### config.mk
export PLATFORM = sky130hd
export DESIGN_NAME = jtag_tap_controller
export DESIGN_NICKNAME = d
export VERILOG_FILES = /design/src/hdl/tap_pkg.sv /design/src/hdl/pin_sync.sv /design/src/hdl/scan_chain.sv /design/src/hdl/jtag_tap_controller.sv
export SDC_FILE = /design/constraint.sdc
export NUM_CORES = 1
export LEC_CHECK = 0
export ABC_AREA = 1
export BUFFER_PORTS_ARGS = -buffer_cell sky130_fd_sc_hd__buf_4
export CORE_MARGIN = 4
export CORE_UTILIZATION = 55
export DETAILED_ROUTE_END_ITERATION = 8
export PLACE_DENSITY = 0.74
export SKIP_LAST_GASP = 1
export SYNTH_ARGS = -nofsm -noshare
export SYNTH_HDL_FRONTEND = slang
export SYNTH_SLANG_ARGS = --single-unit
### constraint.sdc
create_clock -name mclk -period 5.9 [get_ports mclk]
set_clock_uncertainty 0.15 [all_clocks]
set_input_delay 0.295 -clock mclk [delete_from_list [all_inputs] [get_ports mclk]]
set_output_delay 0.295 -clock mclk [all_outputs]
set_load 0.03 [all_outputs]
### src/hdl/tap_pkg.sv
/*
 * shared constants and types of the test access port:
 * instruction codes, chain widths, tap state encoding.
 * assumes a single system clock samples all test pins.
 */
package tap_pkg;

    // chain widths
    localparam int IR_W = 4;
    localparam int BSR_W = 8;
    localparam int ID_W = 32;
    localparam int SYNC_W = 4;

    // instruction codes
    localparam logic [IR_W-1:0] INS_EXTEST = 4'h0;
    localparam logic [IR_W-1:0] INS_INTEST = 4'h1;
    localparam logic [IR_W-1:0] INS_SAMPLE = 4'h2;
    localparam logic [IR_W-1:0] INS_TXN_CANCEL = 4'h8;
    localparam logic [IR_W-1:0] INS_DEBUG_PORT_ACCESS = 4'hA;
    localparam logic [IR_W-1:0] INS_ACCESS_PORT_ACCESS = 4'hB;
    localparam logic [IR_W-1:0] INS_IDCODE = 4'hE;
    localparam logic [IR_W-1:0] INS_BYPASS = 4'hF;

    // value the instruction chain captures; low bits 01 as the standard expects
    localparam logic [IR_W-1:0] IR_CAPTURE_VAL = 4'h1;

    // identification value, arbitrary
    localparam logic [ID_W-1:0] ID_CODE_DEFAULT = 32'h0A5A_5001;

    // consecutive tms-high rising edges that always reach test-logic-reset
    localparam logic [2:0] TMS_RESET_LEN = 3'h5;

    // synchroniser bit positions
    localparam int SY_TRST = 0;
    localparam int SY_TCK = 1;
    localparam int SY_TMS = 2;
    localparam int SY_TDI = 3;

    typedef enum logic [15:0] {
        ST_RESET = 16'h0001,
        ST_IDLE = 16'h0002,
        ST_SEL_DR = 16'h0004,
        ST_CAP_DR = 16'h0008,
        ST_SH_DR = 16'h0010,
        ST_EX1_DR = 16'h0020,
        ST_PAUSE_DR = 16'h0040,
        ST_EX2_DR = 16'h0080,
        ST_UPD_DR = 16'h0100,
        ST_SEL_IR = 16'h0200,
        ST_CAP_IR = 16'h0400,
        ST_SH_IR = 16'h0800,
        ST_EX1_IR = 16'h1000,
        ST_PAUSE_IR = 16'h2000,
        ST_EX2_IR = 16'h4000,
        ST_UPD_IR = 16'h8000
    } tap_state_t;

endpackage

### src/hdl/pin_sync.sv
/*
 * two-flop synchroniser for a group of pin inputs.
 * assumes the inputs are asynchronous to mclk; output is the second flop.
 */
`timescale 1ns/10ps
module pin_sync
    import tap_pkg::*;
#(
    parameter int W = 1,
    parameter logic [W-1:0] RST_VAL = '0
)
(
    // clock and reset
    input wire logic mclk,
    input wire logic reset,
    // pins in, synchronised out
    input wire logic [W-1:0] pin,
    output logic [W-1:0] pin_s
);

    typedef struct packed {
        logic [W-1:0] s1;
        logic [W-1:0] s2;
    } sync_state_t;

    sync_state_t r_ff;
    sync_state_t nxt_r;

    always_comb
    begin
        // first stage feeds only the second stage
        nxt_r.s1 = pin;
        nxt_r.s2 = r_ff.s1;
    end

    always_ff @(posedge mclk or posedge reset)
    begin
        if (reset)
        begin
            r_ff <= {RST_VAL, RST_VAL};
        end
        else
        begin
            r_ff <= nxt_r;
        end
    end

    assign pin_s = r_ff.s2;

endmodule

### src/hdl/scan_chain.sv
/*
 * one serial shift chain with a parallel hold register.
 * assumes capture, shift and update are one-cycle strobes on mclk; init may stay high for many cycles.
 */
`timescale 1ns/10ps
module scan_chain
    import tap_pkg::*;
#(
    parameter int W = 4,
    parameter logic [W-1:0] INIT = '0
)
(
    // clock and reset
    input wire logic mclk,
    input wire logic reset,
    // strobes
    input wire logic capture,
    input wire logic shift,
    input wire logic update,
    input wire logic init,
    // data
    input wire logic ser_in,
    input wire logic [W-1:0] par_in,
    output logic ser_out,
    output logic [W-1:0] par_out
);

    typedef struct packed {
        logic [W-1:0] sh;
        logic [W-1:0] hold;
    } chain_state_t;

    chain_state_t r_ff;
    chain_state_t nxt_r;

    always_comb
    begin
        nxt_r = r_ff;
        if (capture)
        begin
            nxt_r.sh = par_in;
        end
        else if (shift)
        begin
            // lsb leaves toward tdo, new bit enters at the msb
            for (int i = 0; i < W - 1; i++)
            begin
                nxt_r.sh[i] = r_ff.sh[i+1];
            end
            nxt_r.sh[W-1] = ser_in;
        end
        if (init)
        begin
            nxt_r.hold = INIT;
        end
        else if (update)
        begin
            nxt_r.hold = r_ff.sh;
        end
    end

    always_ff @(posedge mclk or posedge reset)
    begin
        if (reset)
        begin
            r_ff <= {{W{1'b0}}, INIT};
        end
        else
        begin
            r_ff <= nxt_r;
        end
    end

    assign ser_out = r_ff.sh[0];
    assign par_out = r_ff.hold;

endmodule

### src/hdl/jtag_tap_controller.sv
/*
 * test access port: tap state machine, instruction chain, bypass,
 * identification and boundary chains, and the tdo multiplexer between
 * the vendor test controller and the core debug controller.
 * assumes mclk is much faster than tck; all test pins are sampled on mclk.
 */
`timescale 1ns/10ps
module jtag_tap_controller
    import tap_pkg::*;
#(
    parameter logic [ID_W-1:0] ID_CODE = ID_CODE_DEFAULT
)
(
    // clock and power-on reset
    input wire logic mclk,
    input wire logic reset,
    // test port pins
    input wire logic trst_n,
    input wire logic tck,
    input wire logic tms,
    input wire logic tdi,
    output logic tdo,
    output logic tdo_oe,
    // core debug controller
    output logic dbg_sel,
    output logic dbg_capture,
    output logic dbg_shift,
    output logic dbg_update,
    output logic dbg_tdi,
    input wire logic dbg_tdo,
    // boundary scan
    input wire logic [BSR_W-1:0] pad_sample,
    output logic [BSR_W-1:0] bsr_hold,
    output logic extest_on,
    output logic intest_on
);

    typedef struct packed {
        tap_state_t st;
        logic tck_prev;
        logic tdo;
        logic tdo_oe;
        logic dbg_sel;
        logic dbg_cap;
        logic dbg_shift;
        logic dbg_upd;
        logic dbg_tdi;
        logic extest;
        logic intest;
    } tap_regs_t;

    tap_regs_t r_ff;
    tap_regs_t nxt_r;

    logic [SYNC_W-1:0] pins_s;
    logic trst_n_s, tck_s, tms_s, tdi_s;
    logic tck_rise, tck_fall;
    logic [IR_W-1:0] ir_cur;
    logic ir_so, bsr_so, id_so, byp_so;
    logic sel_bsr, sel_id, sel_dbg, sel_ext, sel_int, sel_byp;
    logic cap_dr, sh_dr, upd_dr;
    logic ser_bit, drive;

    // trst and tck idle high, matching their pull-ups
    pin_sync #(.W(SYNC_W), .RST_VAL(4'h3)) u_sync (
        .mclk(mclk),
        .reset(reset),
        .pin({tdi, tms, tck, trst_n}),
        .pin_s(pins_s)
    );

    assign trst_n_s = pins_s[SY_TRST];
    assign tck_s = pins_s[SY_TCK];
    assign tms_s = pins_s[SY_TMS];
    assign tdi_s = pins_s[SY_TDI];

    // tms and tdi pass the same delay as tck, so the tester's falling-edge
    // changes are settled when the rising edge is seen here
    assign tck_rise = tck_s & ~r_ff.tck_prev;
    assign tck_fall = ~tck_s & r_ff.tck_prev;

    function automatic tap_state_t tap_next(input tap_state_t s, input logic m);
        unique case (s)
            ST_RESET: tap_next = m ? ST_RESET : ST_IDLE;
            ST_IDLE: tap_next = m ? ST_SEL_DR : ST_IDLE;
            ST_SEL_DR: tap_next = m ? ST_SEL_IR : ST_CAP_DR;
            ST_CAP_DR: tap_next = m ? ST_EX1_DR : ST_SH_DR;
            ST_SH_DR: tap_next = m ? ST_EX1_DR : ST_SH_DR;
            ST_EX1_DR: tap_next = m ? ST_UPD_DR : ST_PAUSE_DR;
            ST_PAUSE_DR: tap_next = m ? ST_EX2_DR : ST_PAUSE_DR;
            ST_EX2_DR: tap_next = m ? ST_UPD_DR : ST_SH_DR;
            ST_UPD_DR: tap_next = m ? ST_SEL_DR : ST_IDLE;
            ST_SEL_IR: tap_next = m ? ST_RESET : ST_CAP_IR;
            ST_CAP_IR: tap_next = m ? ST_EX1_IR : ST_SH_IR;
            ST_SH_IR: tap_next = m ? ST_EX1_IR : ST_SH_IR;
            ST_EX1_IR: tap_next = m ? ST_UPD_IR : ST_PAUSE_IR;
            ST_PAUSE_IR: tap_next = m ? ST_EX2_IR : ST_PAUSE_IR;
            ST_EX2_IR: tap_next = m ? ST_UPD_IR : ST_SH_IR;
            ST_UPD_IR: tap_next = m ? ST_SEL_DR : ST_IDLE;
            default: tap_next = ST_RESET;
        endcase
    endfunction

    // instruction decode
    always_comb
    begin
        sel_ext = (ir_cur == INS_EXTEST);
        sel_int = (ir_cur == INS_INTEST);
        sel_bsr = (ir_cur == INS_SAMPLE);
        sel_id = (ir_cur == INS_IDCODE);
        sel_dbg = (ir_cur == INS_TXN_CANCEL) || (ir_cur == INS_DEBUG_PORT_ACCESS)
            || (ir_cur == INS_ACCESS_PORT_ACCESS);
        // every other code, 1111 included, falls back to bypass
        sel_byp = ~(sel_ext | sel_int | sel_bsr | sel_id | sel_dbg);
    end

    // data chain strobes only on a rising tck edge
    assign cap_dr = tck_rise && (r_ff.st == ST_CAP_DR);
    assign sh_dr = tck_rise && (r_ff.st == ST_SH_DR);
    assign upd_dr = tck_rise && (r_ff.st == ST_UPD_DR);

    // idcode loads on the very edge that enters test-logic-reset, so no late instruction change follows
    scan_chain #(.W(IR_W), .INIT(INS_IDCODE)) u_ir (
        .mclk(mclk),
        .reset(reset),
        .capture(tck_rise && (r_ff.st == ST_CAP_IR)),
        .shift(tck_rise && (r_ff.st == ST_SH_IR)),
        .update(tck_rise && (r_ff.st == ST_UPD_IR)),
        .init(nxt_r.st == ST_RESET),
        .ser_in(tdi_s),
        .par_in(IR_CAPTURE_VAL),
        .ser_out(ir_so),
        .par_out(ir_cur)
    );

    // extest and intest strobe nothing here: they only flag the boundary hold
    scan_chain #(.W(BSR_W), .INIT(8'h00)) u_bsr (
        .mclk(mclk),
        .reset(reset),
        .capture(cap_dr && sel_bsr),
        .shift(sh_dr && sel_bsr),
        .update(upd_dr && sel_bsr),
        .init(1'b0),
        .ser_in(tdi_s),
        .par_in(pad_sample),
        .ser_out(bsr_so),
        .par_out(bsr_hold)
    );

    scan_chain #(.W(ID_W), .INIT(32'h0000_0000)) u_id (
        .mclk(mclk),
        .reset(reset),
        .capture(cap_dr && sel_id),
        .shift(sh_dr && sel_id),
        .update(1'b0),
        .init(1'b0),
        .ser_in(tdi_s),
        .par_in(ID_CODE),
        .ser_out(id_so),
        .par_out()
    );

    scan_chain #(.W(1), .INIT(1'b0)) u_byp (
        .mclk(mclk),
        .reset(reset),
        .capture(cap_dr && sel_byp),
        .shift(sh_dr && sel_byp),
        .update(1'b0),
        .init(1'b0),
        .ser_in(tdi_s),
        .par_in(1'b0),
        .ser_out(byp_so),
        .par_out()
    );

    // tdo source: core debug output for its instructions, vendor chains otherwise
    always_comb
    begin
        ser_bit = 1'b0;
        drive = 1'b0;
        if (r_ff.st == ST_SH_IR)
        begin
            ser_bit = ir_so;
            drive = 1'b1;
        end
        else if (r_ff.st == ST_SH_DR)
        begin
            drive = ~(sel_ext | sel_int);
            if (sel_dbg)
            begin
                ser_bit = dbg_tdo;
            end
            else if (sel_bsr)
            begin
                ser_bit = bsr_so;
            end
            else if (sel_id)
            begin
                ser_bit = id_so;
            end
            else
            begin
                ser_bit = byp_so;
            end
        end
    end

    always_comb
    begin
        nxt_r = r_ff;
        nxt_r.tck_prev = tck_s;
        nxt_r.dbg_cap = cap_dr && sel_dbg;
        nxt_r.dbg_shift = sh_dr && sel_dbg;
        nxt_r.dbg_upd = upd_dr && sel_dbg;
        nxt_r.dbg_sel = sel_dbg;
        nxt_r.extest = sel_ext;
        nxt_r.intest = sel_int;
        if (sh_dr && sel_dbg)
        begin
            nxt_r.dbg_tdi = tdi_s;
        end
        // a stopped tck gives no edge, so nothing below moves except on trst
        if (!trst_n_s)
        begin
            nxt_r.st = ST_RESET;
        end
        else if (tck_rise)
        begin
            nxt_r.st = tap_next(r_ff.st, tms_s);
        end
        // tdo is released on a falling edge outside shift states, or at once on trst
        if (!trst_n_s)
        begin
            nxt_r.tdo_oe = 1'b0;
        end
        else if (tck_fall)
        begin
            nxt_r.tdo = drive ? ser_bit : 1'b0;
            nxt_r.tdo_oe = drive;
        end
    end

    always_ff @(posedge mclk or posedge reset)
    begin
        if (reset)
        begin
            r_ff <= '{st: ST_RESET, tck_prev: 1'b1, default: 1'b0};
        end
        else
        begin
            r_ff <= nxt_r;
        end
    end

    assign tdo = r_ff.tdo;
    assign tdo_oe = r_ff.tdo_oe;
    assign dbg_sel = r_ff.dbg_sel;
    assign dbg_capture = r_ff.dbg_cap;
    assign dbg_shift = r_ff.dbg_shift;
    assign dbg_update = r_ff.dbg_upd;
    assign dbg_tdi = r_ff.dbg_tdi;
    assign extest_on = r_ff.extest;
    assign intest_on = r_ff.intest;

    // helper: consecutive rising edges with tms high, saturating
    logic [2:0] tms_hi_cnt_ff;

    always_ff @(posedge mclk or posedge reset)
    begin
        if (reset)
        begin
            tms_hi_cnt_ff <= 3'h0;
        end
        else if (tck_rise)
        begin
            tms_hi_cnt_ff <= !tms_s ? 3'h0 : (tms_hi_cnt_ff == TMS_RESET_LEN) ? tms_hi_cnt_ff : 3'(tms_hi_cnt_ff + 3'h1);
        end
    end
endmodule

==> impl_metrics.csv <==
group,metric,value,unit
placed_design,pre_cts_ws,3.03,ns
logic_synthesis,yosysWarningCount,0,
global_routing,grt_pass1_wl,14900,um
cts,clockRootBuffer,"clkbuf_8",
finish,multi_input_area,1610,um2
cts,cts.sinks,91,
finish,layout.area.seq,2290,um2
sta,tns,0,ns
finish,fill_cells,699,
die,rows,32,
finish,instances_no_fill,638,
worst_setup_path,worstSetupPathType,"flop to flop",
cts,cts_inserted_buffers,9,
global_routing,grt_start_max_net_pins,52,
sta,period_minus_slack,2.90,ns
sta,slew_viol_final,0,
worst_hold_path,min-delay-start,"pad_sample[5]",
worst_setup_path,r2r-start,"u_sync.pin_s[1]",
logic_synthesis,syn_nets,517,
detailed_routing,first_pass_iters,5,
cts,htreeDepth,3,
global_routing,antenna_found_initial,0,
worst_setup_path,worstSetupStartpointType,"flop",
worst_setup_path,path_max_fanout,32,
worst_setup_path,r2r_setup_slack,3.00,ns
sta,timing.fmax,0.345,GHz
detailed_routing,vias,3307,
global_routing,gr-total-overflow,0,
logic_synthesis,syn-cell-area,4330,um2
logic_synthesis,synth-seq-area-share,52.8,%
die,dieArea,9360,um2
logic_synthesis,yosys.area.top_type,"dfrtp_1",
power_and_ir_drop,p_leak,2.42,nW
worst_setup_path,reg2reg_depth,5,
sta,worst_slack,3.00,ns
logic_synthesis,synthFlopType,"dfrtp_1",
cts,clk_pin_slew,0.09,ns
worst_hold_path,hold_end,"u_bsr.r_ff[13]",
placed_design,dp_cells,617,
worst_setup_path,cp.arrival,2.95,ns
sta,finalHoldViolations,0,
worst_setup_path,endpoint_kind,"flop",
cts,clockBufferDepth,2,
sta,rsz0062_at_grt,"false",
finish,final_nets,546,
placed_design,postPlaceCellArea,4570,um2
detailed_routing,drc,0,
logic_synthesis,syn_inst,502,
cts,cts_tree,"built",
sta,max_slew.worst_pin.slew,1.08,ns
worst_setup_path,timing.rr.end,"u_id.r_ff[34]",
logic_synthesis,synth_top_area_share,47.4,%
logic_synthesis,synth-edff-count,0,
logic_synthesis,postSynthAreaPerCell,8.63,um2
logic_synthesis,synth-seq-cells,91,
placed_design,portBuffers,31,
finish,diodes,0,
die,initial_core_util,56.3,%
placed_design,hpwlAfterDp,6020,um
detailed_routing,drt-total-wl,8350,um
finish,drive_above_1_share,19.4,%
detailed_routing,via_per_inst,5.18,
run_status,outcome,"completed",
logic_synthesis,synth.distinct_cells,41,
logic_synthesis,synth_area_leaders,"dfrtp_1 (47%), nand2_1 (8.1%), inv_1 (6.4%)",
finish,area_delta_synth_final,11.9,%
die,die_h,96.7,um
cts,insertion_delay,0.35,ns
sta,hold_ws,0.0849,ns
logic_synthesis,ys_top_cells_by_count,"nand2_1 (93), dfrtp_1 (82), inv_1 (74)",
detailed_routing,initialDrtViolationCount,184,
global_routing,grt_pass1_vias,3174,
power_and_ir_drop,p_total,1.14,mW
power_and_ir_drop,ir_drop,146,uV
power_and_ir_drop,power_density,236,nW/um2
die,num_io_pins,32,
sta,finalCritPeriodShare,49.2,%
detailed_routing,post_drt_wl_per_cell,13.1,um
logic_synthesis,synth_most_common_cell,"nand2_1",
die,die_w,96.7,um
worst_hold_path,whs_path_depth,3,
worst_setup_path,cp.required,5.95,ns
die,core,7690,um2
finish,fin_area,4850,um2
finish,fin_util,63.0,%
placed_design,gp_congestion,0.953,
sta,finalSetupViolations,0,
sta,relSlewSlack,27.4,%
detailed_routing,ant_nets,0,
global_routing,track_usage,19.4,%
flow_run,drv_cap,0,
worst_hold_path,hold_class,"input port to flop",
cts,post_cts_buffers,0,
logic_synthesis,async_flop_share,100,%
==> cells by family (layout without fill, tap and decap cells) <==
group	Yosys count	count (layout)	synth area share, %
AND/OR/NAND/NOR	226	226	24.5
buffers and inverters	101	135	10.0
flip-flops	91	91	52.8
AO/OA/AOI/OAI	77	77	10.9
multiplexers	7	7	1.82
==> timing repair <==
| action | CTS | global route |
|---|---|---|
| hold buffers | 5 | 0 |
| gates resized for setup | 0 | 0 |
| endpoints found under the hold margin | 41 | 0 |
==> layout make-up <==
class | count | area share (%)
Sequential cell | 91 | 47.2
Multi-Input combinational cell | 310 | 33.2
Clock inverter | 6 | 1.94
Tap cell | 102 | 2.63
Timing Repair Buffer | 37 | 5.99
Inverter | 82 | 6.38
Clock buffer | 10 | 2.63
==> where the power goes <==
part	internal (mW)	leakage [nW]	switching [mW]	total, mW
clock network	0.243	0.108	0.221	0.465
logic	0.0141	1.12	0.0312	0.0453
registers	0.629	1.19	0.00337	0.632
total	0.886	2.42	0.256	1.14
==> worst max path at each step <==
stage	from	endpoint	cells after the start
finish	u_sync.pin_s[1]	u_id.r_ff[34]	5
global route	u_sync.pin_s[1]	u_id.r_ff[46]	6
CTS	u_sync.pin_s[1]	u_id.r_ff[34]	5
detailed placement	u_sync.pin_s[1]	u_id.r_ff[34]	5
global placement	u_sync.pin_s[1]	u_id.r_ff[50]	5
floorplan	reset	dbg_capture	1
==> flip-flops by register name, indices dropped and copies added, names as in the netlist <==
register and flops:
u_ir.par_out 4, dbg_tdi 1, u_sync.pin_s 4, r_ff 17, u_ir.ser_out 1, dbg_sel 1
tdo 1, u_id.ser_out 1, u_bsr.ser_out 1, u_ir.r_ff 3, intest_on 1, u_bsr.r_ff 7
u_sync.nxt_r 4, u_byp.ser_out 1, dbg_capture 1, extest_on 1, dbg_shift 1, dbg_update 1
u_bsr.par_out 8, tdo_oe 1, u_id.r_ff 31
==> routing by layer <==
| layer | track usage [%] | wire length (um) | up-vias |
|---|---|---|---|
| li1 | - | - | 1645 |
| met1 | 28.3 | 3970 | 1583 |
| met2 | 29.8 | 3850 | 70 |
| met3 | 3.24 | 402 | 9 |
| met4 | 6.48 | 123 | 0 |
| met5 | 0 | 0 | - |
==> cells in the final DEF, fill, tap and decap left out, types with 2 or more instances in the layout <==
| master | n |
|---|---|
| inv_2 | 7 |
| mux2_2 | 7 |
| inv_6 | 3 |
| inv_1 | 73 |
| clkbuf_8 | 9 |
| dfstp_2 | 9 |
| nand3_1 | 27 |
| nand3_2 | 4 |
| nand2_4 | 2 |
| dlygate4sd3_1 | 5 |
| nor2_4 | 3 |
| nand2_2 | 6 |
| o21ai_2 | 2 |
| bufinv_16 | 2 |
| buf_4 | 32 |
| a21oi_1 | 15 |
| nor2_1 | 68 |
| nand2_1 | 93 |
| o22ai_1 | 20 |
| a21oi_2 | 4 |
| nor3_1 | 7 |
| o21ai_1 | 2 |
| o31ai_1 | 8 |
| o21ai_0 | 22 |
| dfrtp_1 | 82 |
| nor2_2 | 7 |
==> worst max-delay path, cell delays in order (launching register included) <==
cell and delay, ns:
dfstp_2 0.54, inv_1 0.05, nor2_2 0.52, inv_2 0.34, nor3_4 0.96, o22ai_1 0.18
Note: power is estimated with default switching activity, not from simulation.
